`config.mk`:
```
export PLATFORM = sky130hd
export DESIGN_NAME = clock_path_config_control
export DESIGN_NICKNAME = d
export VERILOG_FILES = /design/src/clk_path_pkg.sv /design/src/clock_path_config_control.sv
export SDC_FILE = /design/constraint.sdc
export NUM_CORES = 1
export LEC_CHECK = 0
export ABC_AREA = 0
export BUFFER_PORTS_ARGS = -buffer_cell sky130_fd_sc_hd__buf_4
export CAP_MARGIN = 10
export CORE_UTILIZATION = 35
export CTS_BUF_LIST = sky130_fd_sc_hd__clkbuf_2 sky130_fd_sc_hd__clkbuf_4 sky130_fd_sc_hd__clkbuf_8
export DETAILED_ROUTE_END_ITERATION = 16
export GPL_TIMING_DRIVEN = 0
export PLACE_DENSITY = 0.59
export SYNTH_ARGS = -nofsm -noshare
export SYNTH_HDL_FRONTEND = slang
export SYNTH_SLANG_ARGS = --single-unit
export TNS_END_PERCENT = 5
```
`constraint.sdc`:
```
create_clock -name pclk -period 2.7 [get_ports pclk]
set_clock_uncertainty 0.15 [all_clocks]
set_input_delay 0.54 -clock pclk [delete_from_list [all_inputs] [get_ports pclk]]
set_output_delay 0.54 -clock pclk [all_outputs]
set_load 0.02 [all_outputs]
```
`src/clk_path_pkg.sv`:
```
`default_nettype none
package clk_path_pkg;

  // register indices; byte address is four times the index
  localparam logic [9:0] PLL_FIRST_IDX   = 10'h010;
  localparam logic [9:0] PLL_LAST_IDX    = 10'h01E;
  localparam logic [9:0] PLL_POWER_IDX   = 10'h010;
  localparam logic [9:0] VCO_CAL_IDX     = 10'h018;
  localparam logic [9:0] VCO_DIV_IDX     = 10'h1E0;
  localparam logic [9:0] SRC_SEL_IDX     = 10'h1E1;
  localparam logic [9:0] UPDATE_IDX      = 10'h232;
  localparam logic [9:0] STATUS_IDX      = 10'h233;
  localparam int         PLL_CNT         = 15;
  localparam int         ADDR_W          = 12;

  // field positions
  localparam int POWER_LSB    = 0;
  localparam int PUMP_LSB     = 4;
  localparam int POLARITY_BIT = 7;
  localparam int CAL_BIT      = 0;
  localparam int BYPASS_BIT   = 0;
  localparam int SOURCE_BIT   = 1;
  localparam int UPDATE_BIT   = 0;

  // reset values, run code and ratio limits
  localparam logic [7:0] PLL_POWER_RST = 8'h01;
  localparam logic [7:0] PLL_OTHER_RST = 8'h00;
  localparam logic [7:0] VCO_DIV_RST   = 8'h02;
  localparam logic [7:0] SRC_SEL_RST   = 8'h00;
  localparam logic [1:0] POWER_ON      = 2'h0;
  localparam logic [2:0] RATIO_RST     = 3'h4;
  localparam logic [2:0] RATIO_MIN     = 3'h2;
  localparam logic [2:0] RATIO_MAX     = 3'h6;

  typedef struct packed {
    logic       pll_off;
    logic       pfd_negative;
    logic [2:0] pump_mode;
    logic [2:0] vco_div_ratio;
    logic       div_bypass;
    logic       source_vco;
    logic       vco_enable;
    logic       ext_to_prescaler;
  } clk_path_t;

  localparam clk_path_t PATH_RST = '{pll_off: 1'b1, pfd_negative: 1'b0, pump_mode: 3'h0,
                                     vco_div_ratio: RATIO_RST, div_bypass: 1'b0,
                                     source_vco: 1'b0, vco_enable: 1'b0,
                                     ext_to_prescaler: 1'b0};

  typedef struct packed {
    logic [PLL_CNT-1:0][7:0] pll;
    logic [7:0]              vdiv;
    logic [7:0]              src;
    clk_path_t               path;
    logic                    cal_act;
    logic                    cal_start;
    logic [7:0]              cal_count;
    logic                    pready;
    logic                    pslverr;
    logic [31:0]             prdata;
  } state_t;

endpackage
`default_nettype wire

```
`src/clock_path_config_control.sv`:
```
// How it works
// RL1: after reset the PLL is off and the external input runs through the VCO divider.
// RL2: power field 01b powers the PLL down, 00b runs it; resets to 01b.
// RL3: divider code picks divide 2 to 6; resets to 010b meaning divide-by-4.
// RL4: bypass bit clear uses the VCO divider, set bypasses it.
// RL5: source bit clear picks the external input, set picks the internal VCO.
// RL6: PFD polarity bit clear is positive, set is negative.
// RL7: written values take effect only when 0x01 is written to the update register.
// RL8: through the VCO divider the division is never below two.
// RL9: PLL on with external source keeps the VCO off, input straight to prescaler.
// RL10: software keeps channel divider input at or below 1600 MHz.
// RL11: external clock through the VCO divider stays at or below 2400 MHz.
// RL12: calibrate bit set then update starts a VCO calibration.
// RL13: before each later calibration software clears the bit and updates first.
// RL14: software calibrates whenever the internal VCO is selected.
// RL15: indices pll_power_polarity_ctrl to 0x01E hold the PLL settings.
// RL16: writing defaults back then updating restores the reset configuration.
// RL17: during calibration the reference is present and the divider not static.
// RL18: update copies every staged field to the active copy in one step; code copies only indices 0x010, 0x018, divider and source.
//
// The APB slave port is this design's own decision.
`timescale 1ns/100ps
`default_nettype none
module clock_path_config_control (
  input  wire logic                              pclk,
  input  wire logic                              presetn,
  input  wire logic                              psel,
  input  wire logic                              penable,
  input  wire logic                              pwrite,
  input  wire logic [clk_path_pkg::ADDR_W-1:0]   paddr,
  input  wire logic [31:0]                       pwdata,
  output logic                                   pready,
  output logic                                   pslverr,
  output logic [31:0]                            prdata,
  output clk_path_pkg::clk_path_t                path,
  output logic                                   cal_start
);

  clk_path_pkg::state_t st;
  clk_path_pkg::state_t next_st;

  logic [9:0] idx;
  logic       done;
  logic       wr;
  logic       upd;

  function automatic logic mapped(input logic [9:0] i);
    mapped = (i >= clk_path_pkg::PLL_FIRST_IDX && i <= clk_path_pkg::PLL_LAST_IDX)
             || i == clk_path_pkg::VCO_DIV_IDX || i == clk_path_pkg::SRC_SEL_IDX
             || i == clk_path_pkg::UPDATE_IDX || i == clk_path_pkg::STATUS_IDX;
  endfunction

  // illegal codes fall back to the smallest legal ratio, never below two
  function automatic logic [2:0] ratio_of(input logic [2:0] code);
    unique case (code)
      3'h0:    ratio_of = 3'h2;
      3'h1:    ratio_of = 3'h3;
      3'h2:    ratio_of = 3'h4;
      3'h3:    ratio_of = 3'h5;
      3'h4:    ratio_of = 3'h6;
      default: ratio_of = clk_path_pkg::RATIO_MIN;
    endcase
  endfunction

  assign idx  = paddr[11:2];
  assign done = psel && penable && st.pready;
  assign wr   = done && pwrite && mapped(idx);
  assign upd  = wr && idx == clk_path_pkg::UPDATE_IDX && pwdata[clk_path_pkg::UPDATE_BIT];

  always_comb begin
    logic [7:0] p0;
    logic       new_src;
    logic       new_off;
    logic       new_cal;
    p0      = 8'h00;
    new_src = 1'b0;
    new_off = 1'b0;
    new_cal = 1'b0;
    next_st = st;
    next_st.cal_start = 1'b0;
    // answer one cycle after setup, so no wait states
    next_st.pready  = psel && !penable;
    next_st.pslverr = psel && !penable && !mapped(idx);
    next_st.prdata  = 32'h0000_0000;
    if (psel && !penable && !pwrite) begin
      // RL15 PLL range
      for (int i = 0; i < clk_path_pkg::PLL_CNT; i++) begin
        if (idx == clk_path_pkg::PLL_FIRST_IDX + 10'(i)) begin
          next_st.prdata = {24'h00_0000, st.pll[i]};
        end
      end
      if (idx == clk_path_pkg::VCO_DIV_IDX) begin
        next_st.prdata = {24'h00_0000, st.vdiv};
      end
      if (idx == clk_path_pkg::SRC_SEL_IDX) begin
        next_st.prdata = {24'h00_0000, st.src};
      end
      if (idx == clk_path_pkg::STATUS_IDX) begin
        next_st.prdata = {11'h000, st.cal_count, st.cal_act, st.path};
      end
    end
    if (!done) begin
      next_st.pready  = next_st.pready;
    end else begin
      next_st.pready  = 1'b0;
      next_st.pslverr = 1'b0;
    end
    if (wr) begin
      // RL7 staged only
      for (int i = 0; i < clk_path_pkg::PLL_CNT; i++) begin
        if (idx == clk_path_pkg::PLL_FIRST_IDX + 10'(i)) begin
          next_st.pll[i] = pwdata[7:0];
        end
      end
      if (idx == clk_path_pkg::VCO_DIV_IDX) begin
        next_st.vdiv = pwdata[7:0];
      end
      if (idx == clk_path_pkg::SRC_SEL_IDX) begin
        next_st.src = pwdata[7:0];
      end
    end
    // RL18 indices 0x010, 0x018, divider and source at once
    if (upd) begin
      p0      = st.pll[0];
      new_src = st.src[clk_path_pkg::SOURCE_BIT];
      new_off = p0[clk_path_pkg::POWER_LSB +: 2] != clk_path_pkg::POWER_ON;
      new_cal = st.pll[clk_path_pkg::VCO_CAL_IDX - clk_path_pkg::PLL_FIRST_IDX]
                [clk_path_pkg::CAL_BIT];
      // RL2 power field
      next_st.path.pll_off = new_off;
      // RL6 polarity
      next_st.path.pfd_negative = p0[clk_path_pkg::POLARITY_BIT];
      next_st.path.pump_mode    = p0[clk_path_pkg::PUMP_LSB +: 3];
      // RL3 RL8 divide ratio
      next_st.path.vco_div_ratio = ratio_of(st.vdiv[2:0]);
      // RL4 divider bypass
      next_st.path.div_bypass = st.src[clk_path_pkg::BYPASS_BIT];
      // RL5 source select
      next_st.path.source_vco = new_src;
      // RL9 vco off for external
      next_st.path.vco_enable       = !new_off && new_src;
      next_st.path.ext_to_prescaler = !new_off && !new_src;
      // RL12 RL13 start on rising bit only
      next_st.cal_act   = new_cal;
      next_st.cal_start = new_cal && !st.cal_act;
      if (new_cal && !st.cal_act) begin
        next_st.cal_count = st.cal_count + 8'h01;
      end
    end
  end

  // RL1 RL16 defaults match the reset copy
  always_ff @(posedge pclk or negedge presetn) begin
    if (!presetn) begin
      st           <= '0;
      st.pll[0]    <= clk_path_pkg::PLL_POWER_RST;
      st.vdiv      <= clk_path_pkg::VCO_DIV_RST;
      st.src       <= clk_path_pkg::SRC_SEL_RST;
      st.path      <= clk_path_pkg::PATH_RST;
    end else begin
      st <= next_st;
    end
  end

  assign pready    = st.pready;
  assign pslverr   = st.pslverr;
  assign prdata    = st.prdata;
  assign path      = st.path;
  assign cal_start = st.cal_start;

  reset_defaults_a : assert property (@(posedge pclk) $rose(presetn) |->  // RL1
    st.path.pll_off && !st.path.source_vco && !st.path.div_bypass
    && st.path.vco_div_ratio == clk_path_pkg::RATIO_RST)
    else $error("path not at defaults after reset");

  power_field_a : assert property (@(posedge pclk) disable iff (!presetn)  // RL2
    upd && st.pll[0][1:0] == 2'h1 |=> st.path.pll_off && !st.path.vco_enable)
    else $error("power-down code did not stop the pll");

  ratio_map_a : assert property (@(posedge pclk) disable iff (!presetn)  // RL3
    upd && st.vdiv[2:0] == 3'h2 |=> st.path.vco_div_ratio == 3'h4)
    else $error("divider code 2 not divide-by-4");

  staged_copy_a : assert property (@(posedge pclk) disable iff (!presetn)  // RL18
    upd |=> st.path.div_bypass == $past(st.src[0])
            && st.path.source_vco == $past(st.src[1]))
    else $error("source or bypass not copied on update");

  no_early_a : assert property (@(posedge pclk) disable iff (!presetn)  // RL7
    !upd |=> $stable(st.path))
    else $error("active path changed without update");

  polarity_copy_a : assert property (@(posedge pclk) disable iff (!presetn)  // RL6
    upd |=> st.path.pfd_negative == $past(st.pll[0][7]))
    else $error("pfd polarity not applied");

  ratio_range_a : assert property (@(posedge pclk) disable iff (!presetn)  // RL8
    st.path.vco_div_ratio >= 3'h2 && st.path.vco_div_ratio <= 3'h6)
    else $error("vco divide ratio out of range");

  vco_idle_a : assert property (@(posedge pclk) disable iff (!presetn)  // RL9
    !st.path.source_vco |-> !st.path.vco_enable
    && (st.path.ext_to_prescaler == !st.path.pll_off))
    else $error("vco powered while external source used");

  cal_kick_a : assert property (@(posedge pclk) disable iff (!presetn)  // RL12
    upd && st.pll[8][0] && !st.cal_act |=> cal_start ##1 !cal_start)
    else $error("calibration start not a single pulse");

  answer_time_a : assert property (@(posedge pclk) disable iff (!presetn)
    psel && !penable |=> pready ##1 !pready)
    else $error("apb answer not exactly one cycle after setup");

  power_run_a : assert property (@(posedge pclk) disable iff (!presetn)  // RL2
    upd && st.pll[0][1:0] == 2'h0
    |=> !st.path.pll_off)
    else $error("run code did not power the pll");

  power_high_a : assert property (@(posedge pclk) disable iff (!presetn)  // RL2
    upd && st.pll[0][1]
    |=> st.path.pll_off)
    else $error("power codes 10b and 11b did not stop the pll");

  ratio_two_a : assert property (@(posedge pclk) disable iff (!presetn)  // RL3
    upd && st.vdiv[2:0] == 3'h0
    |=> st.path.vco_div_ratio == 3'h2)
    else $error("divider code 0 not divide-by-2");

  ratio_three_a : assert property (@(posedge pclk) disable iff (!presetn)  // RL3
    upd && st.vdiv[2:0] == 3'h1
    |=> st.path.vco_div_ratio == 3'h3)
    else $error("divider code 1 not divide-by-3");

  ratio_five_a : assert property (@(posedge pclk) disable iff (!presetn)  // RL3
    upd && st.vdiv[2:0] == 3'h3
    |=> st.path.vco_div_ratio == 3'h5)
    else $error("divider code 3 not divide-by-5");

  ratio_six_a : assert property (@(posedge pclk) disable iff (!presetn)  // RL3
    upd && st.vdiv[2:0] == 3'h4
    |=> st.path.vco_div_ratio == 3'h6)
    else $error("divider code 4 not divide-by-6");

  ratio_illegal_a : assert property (@(posedge pclk) disable iff (!presetn)  // RL8
    upd && st.vdiv[2:0] > 3'h4
    |=> st.path.vco_div_ratio == clk_path_pkg::RATIO_MIN)
    else $error("illegal divider code not held at divide-by-2");

  bypass_set_a : assert property (@(posedge pclk) disable iff (!presetn)  // RL4
    upd && st.src[clk_path_pkg::BYPASS_BIT]
    |=> st.path.div_bypass)
    else $error("bypass bit did not bypass the vco divider");

  source_vco_a : assert property (@(posedge pclk) disable iff (!presetn)  // RL5
    upd && st.src[clk_path_pkg::SOURCE_BIT]
    |=> st.path.source_vco)
    else $error("source bit did not pick the internal vco");

  pump_copy_a : assert property (@(posedge pclk) disable iff (!presetn)  // RL15
    upd
    |=> st.path.pump_mode == $past(st.pll[0][6:4]))
    else $error("pump mode not applied on update");

  vco_on_a : assert property (@(posedge pclk) disable iff (!presetn)  // RL9
    st.path.source_vco
    |-> (st.path.vco_enable == !st.path.pll_off) && !st.path.ext_to_prescaler)
    else $error("vco source path inconsistent");

  pll_off_quiet_a : assert property (@(posedge pclk) disable iff (!presetn)  // RL9
    st.path.pll_off
    |-> !st.path.vco_enable && !st.path.ext_to_prescaler)
    else $error("pll off but loop path still driven");

  src_write_a : assert property (@(posedge pclk) disable iff (!presetn)  // RL7
    wr && idx == clk_path_pkg::SRC_SEL_IDX
    |=> st.src == $past(pwdata[7:0]))
    else $error("source byte not staged on write");

  vdiv_write_a : assert property (@(posedge pclk) disable iff (!presetn)  // RL7
    wr && idx == clk_path_pkg::VCO_DIV_IDX
    |=> st.vdiv == $past(pwdata[7:0]))
    else $error("divider byte not staged on write");

  cal_write_a : assert property (@(posedge pclk) disable iff (!presetn)  // RL15
    wr && idx == clk_path_pkg::VCO_CAL_IDX
    |=> st.pll[8] == $past(pwdata[7:0]))
    else $error("calibrate byte not staged on write");

  pll_last_a : assert property (@(posedge pclk) disable iff (!presetn)  // RL15
    wr && idx == clk_path_pkg::PLL_LAST_IDX
    |=> st.pll[14] == $past(pwdata[7:0]))
    else $error("last pll byte not staged on write");

  unmapped_err_a : assert property (@(posedge pclk) disable iff (!presetn)
    psel && !penable && !mapped(idx)
    |=> pslverr && pready)
    else $error("unmapped index answered without error");

  unmapped_keep_a : assert property (@(posedge pclk) disable iff (!presetn)
    done && pwrite && !mapped(idx)
    |=> $stable(st.pll) && $stable(st.vdiv) && $stable(st.src))
    else $error("unmapped write changed a staged byte");

  read_zero_a : assert property (@(posedge pclk) disable iff (!presetn)
    !pready
    |-> prdata == 32'h0000_0000)
    else $error("read data driven outside the answer cycle");

  err_ready_a : assert property (@(posedge pclk) disable iff (!presetn)
    pslverr
    |-> pready)
    else $error("error flag without ready");

  cal_quiet_a : assert property (@(posedge pclk) disable iff (!presetn)  // RL12
    !upd
    |=> !cal_start)
    else $error("calibration started without update");

  cal_again_a : assert property (@(posedge pclk) disable iff (!presetn)  // RL13
    upd && st.cal_act
    |=> !cal_start)
    else $error("calibration restarted without clear");

  cal_count_a : assert property (@(posedge pclk) disable iff (!presetn)  // RL12
    cal_start
    |-> st.cal_count == $past(st.cal_count) + 8'h01)
    else $error("calibration start not counted");

  reset_staged_a : assert property (@(posedge pclk)  // RL1
    $rose(presetn)
    |-> st.pll[0] == clk_path_pkg::PLL_POWER_RST && st.vdiv == clk_path_pkg::VCO_DIV_RST
        && st.src == clk_path_pkg::SRC_SEL_RST)
    else $error("staged bytes not at defaults after reset");

  reset_bus_a : assert property (@(posedge pclk)  // RL1
    $rose(presetn)
    |-> !pready && !pslverr && !cal_start && prdata == 32'h0000_0000)
    else $error("bus outputs not idle after reset");

  defaults_restore_a : assert property (@(posedge pclk) disable iff (!presetn)  // RL16
    upd && st.pll[0] == clk_path_pkg::PLL_POWER_RST && st.vdiv == clk_path_pkg::VCO_DIV_RST
    && st.src == clk_path_pkg::SRC_SEL_RST |=> st.path == clk_path_pkg::PATH_RST)
    else $error("default bytes did not restore the reset path");

  upd_ignored_a : assert property (@(posedge pclk) disable iff (!presetn)  // RL7
    wr && idx == clk_path_pkg::UPDATE_IDX && !pwdata[clk_path_pkg::UPDATE_BIT]
    |=> !cal_start && $stable(st.path))
    else $error("update without bit 0 took effect");

endmodule
`default_nettype wire

```
==> results.json <==
{
  "slew_violations": 0,
  "antenna_cells": 0,
  "drc_errors": 0,
  "place_congestion": 0.957,
  "power.total_mw": 5.13,
  "dr.pass1.iters": 5,
  "h-tree-depth": 4,
  "grtUsageTotal_pct": 21.0,
  "io_pins": 96,
  "cts_tree": "done",
  "synthDistinctLibCells": 74,
  "synthArstFlopShare_pct": 100,
  "rows": 57,
  "finalNonFillerCells": 1163,
  "rsz0062_at_grt": "true",
  "violations": "negative setup slack",
  "slew_headroom_pct": 38.2,
  "finalSetupViolCount": 24,
  "yosys_warnings": 0,
  "fmax_mhz": 360,
  "fin_crit_ps": 2780,
  "finalWorstSetupSlack_ps": -76.9,
  "hold_violations": 0,
  "cp-start-kind": "input port",
  "antenna_found_initial": 0,
  "synth_area_um2": 8830,
  "clock-root-buffer": "clkbuf_8",
  "vdd_drop_max_mv": 0.239,
  "syn_area_per_cell_um2": 12.0,
  "leakage_nw": 5.00,
  "criticalPathCategory": "in -> reg",
  "start_util_pct": 36.0,
  "netlist_top_cells_area": "dfrtp_1 50%, mux2_2 20%, buf_4 3.7%",
  "fin_nets": 876,
  "die_height_um": 161,
  "tightest_slew_ps": 919,
  "synth_edf_count": 0,
  "arrival_ps": 2990,
  "hold_path.class": "in -> reg",
  "postRouteAntennaNets": 0,
  "reg2reg_depth": 4,
  "port_buffers": 58,
  "final.period_utilization_pct": 103,
  "clock_sinks": 181,
  "synth.top_cell.area_share_pct": 50.2,
  "status": "complete, but fails checks",
  "syn_inst": 737,
  "cp.required_ps": 2910,
  "drive_gt1_share_pct": 39.5,
  "avgRoutedWirePerCell_um": 22.5,
  "whs_path_depth": 3,
  "syn2layout_area_growth_pct": 15.7,
  "drt_wl_total_um": 26100,
  "post_cts_buffers": 0,
  "clockBufferDepth": 2,
  "dp_hpwl_um": 18500,
  "num_vias": 6381,
  "powerDensity_nw_per_um2": 502,
  "crit_path_end_kind": "flip-flop",
  "drv_cap": 0,
  "synth_top_area_cell": "dfrtp_1",
  "grt_pass1_vias": 6412,
  "mostFrequentLayoutCells": "177 x dfrtp_1, 154 x mux2_2, 101 x buf_4",
  "clk_pin_slew_worst_paths_ps": 90,
  "crit_fanout": 10,
  "die_x_um": 161,
  "grt_pass1_wl_um": 39800,
  "layout_commonest_cell": "dfrtp_1",
  "overflow": 0,
  "clk_latency_ps": 480,
  "synth-seq-cells": 181,
  "vias_per_cell": 5.49,
  "yosys_most_used_dff": "dfrtp_1",
  "die-area_um2": 25900,
  "dp.cells": 1130,
  "synth_seq_area_share_pct": 51.3,
  "grt_start_max_net_pins": 92,
  "core_um2": 24500,
  "drt_iter0_drc": 520,
  "cts-buffers-inserted": 17
}
## metal layers
layer	share of wire (%)	track usage, %
met3	7.2	5.06
met4	4.2	10.7
met5	0	0
met2	45	31.4
met1	43	28.1
## synthesized netlist by cell type, drive strengths merged, types with 7 or more instances
library cell    n
dfrtp         177
mux2          154
nand2          61
buf            57
nor2           35
clkbuf         28
nor3           19
and3           16
a21oi          14
nand3          13
mux2i          12
a31oi          11
nor2b          11
o21ai          11
nand2b         10
o221ai          8
o22ai           7
## final timing paths
check / to / slack, ps / startpoint
setup / recovery: st[95] / -80 / paddr[3]
hold / removal: pready / 190 / psel
setup reg to reg: st[136] / 50 / pready
hold reg to reg: st[41] / 320 / st[41]
max in group asynchronous: path[11] / 1010 / presetn
min in group asynchronous: st[85] / 490 / presetn
## layout make-up
class / instances / area [um^2]
plain buffers: 85 / 498
clock buffers: 20 / 269
clock inverters: 12 / 168
fillers: 2439 / 14300
inverters: 3 / 11.3
multi-input cells: 478 / 3850
flip-flops and latches: 181 / 4530
well taps: 324 / 405
repair buffers: 60 / 480
## kinds of logic (layout without fill, tap and decap cells)
logic type	Yosys count	in the layout	synth area share [%]
AO/OA/AOI/OAI	90	90	7.35
XOR/XNOR	7	7	0.694
adder cells (fa/ha/maj)	1	1	0.142
buffers and inverters	88	180	5.71
flip-flops	181	181	51.3
multiplexers	171	171	22.3
other	1	11	0.0425
AND/OR/NAND/NOR	198	198	12.4
## registers in the layout, indices dropped and copies added, names as in the netlist
register   cells
pslverr        1
pready         1
path          12
cal_start      1
prdata        21
st           145
## where the power goes
part	switching (mW)	total [mW]	internal (mW)
sequential	0.00246	2.72	2.71
clock	1.05	2.05	0.996
combinational	0.267	0.365	0.0980
total	1.32	5.13	3.81
## worst max-delay path: stages
cell and delay (ps):
buf_4 100, buf_2 240, nor2b_1 170, clkbuf_1 590, nand2_1 380, nor2_2 570, mux2_2 400
## through the flow
step                instance area, um^2  util [%]  setup TNS, ps  hold WS (ps)  setup WS [ps]
global route                      10200      41.6           -982           187          -87.5
global placement                   9710      39.6        -113050           301           -824
CTS                               10200      41.6              0           174           28.2
finish                            10200      41.6           -813           195          -76.9
detailed placement                 9740      39.7         -69690           306           -706
floorplan                          8870         -              0          94.4            271
## repair_timing
item                                    4_1_cts  5_1_grt
gates resized for setup                       5        4
endpoints found under the hold margin        90        0
hold buffers                                  1        0
endpoints found under the setup margin       49       36
Power figures use the tool's default switching activity.
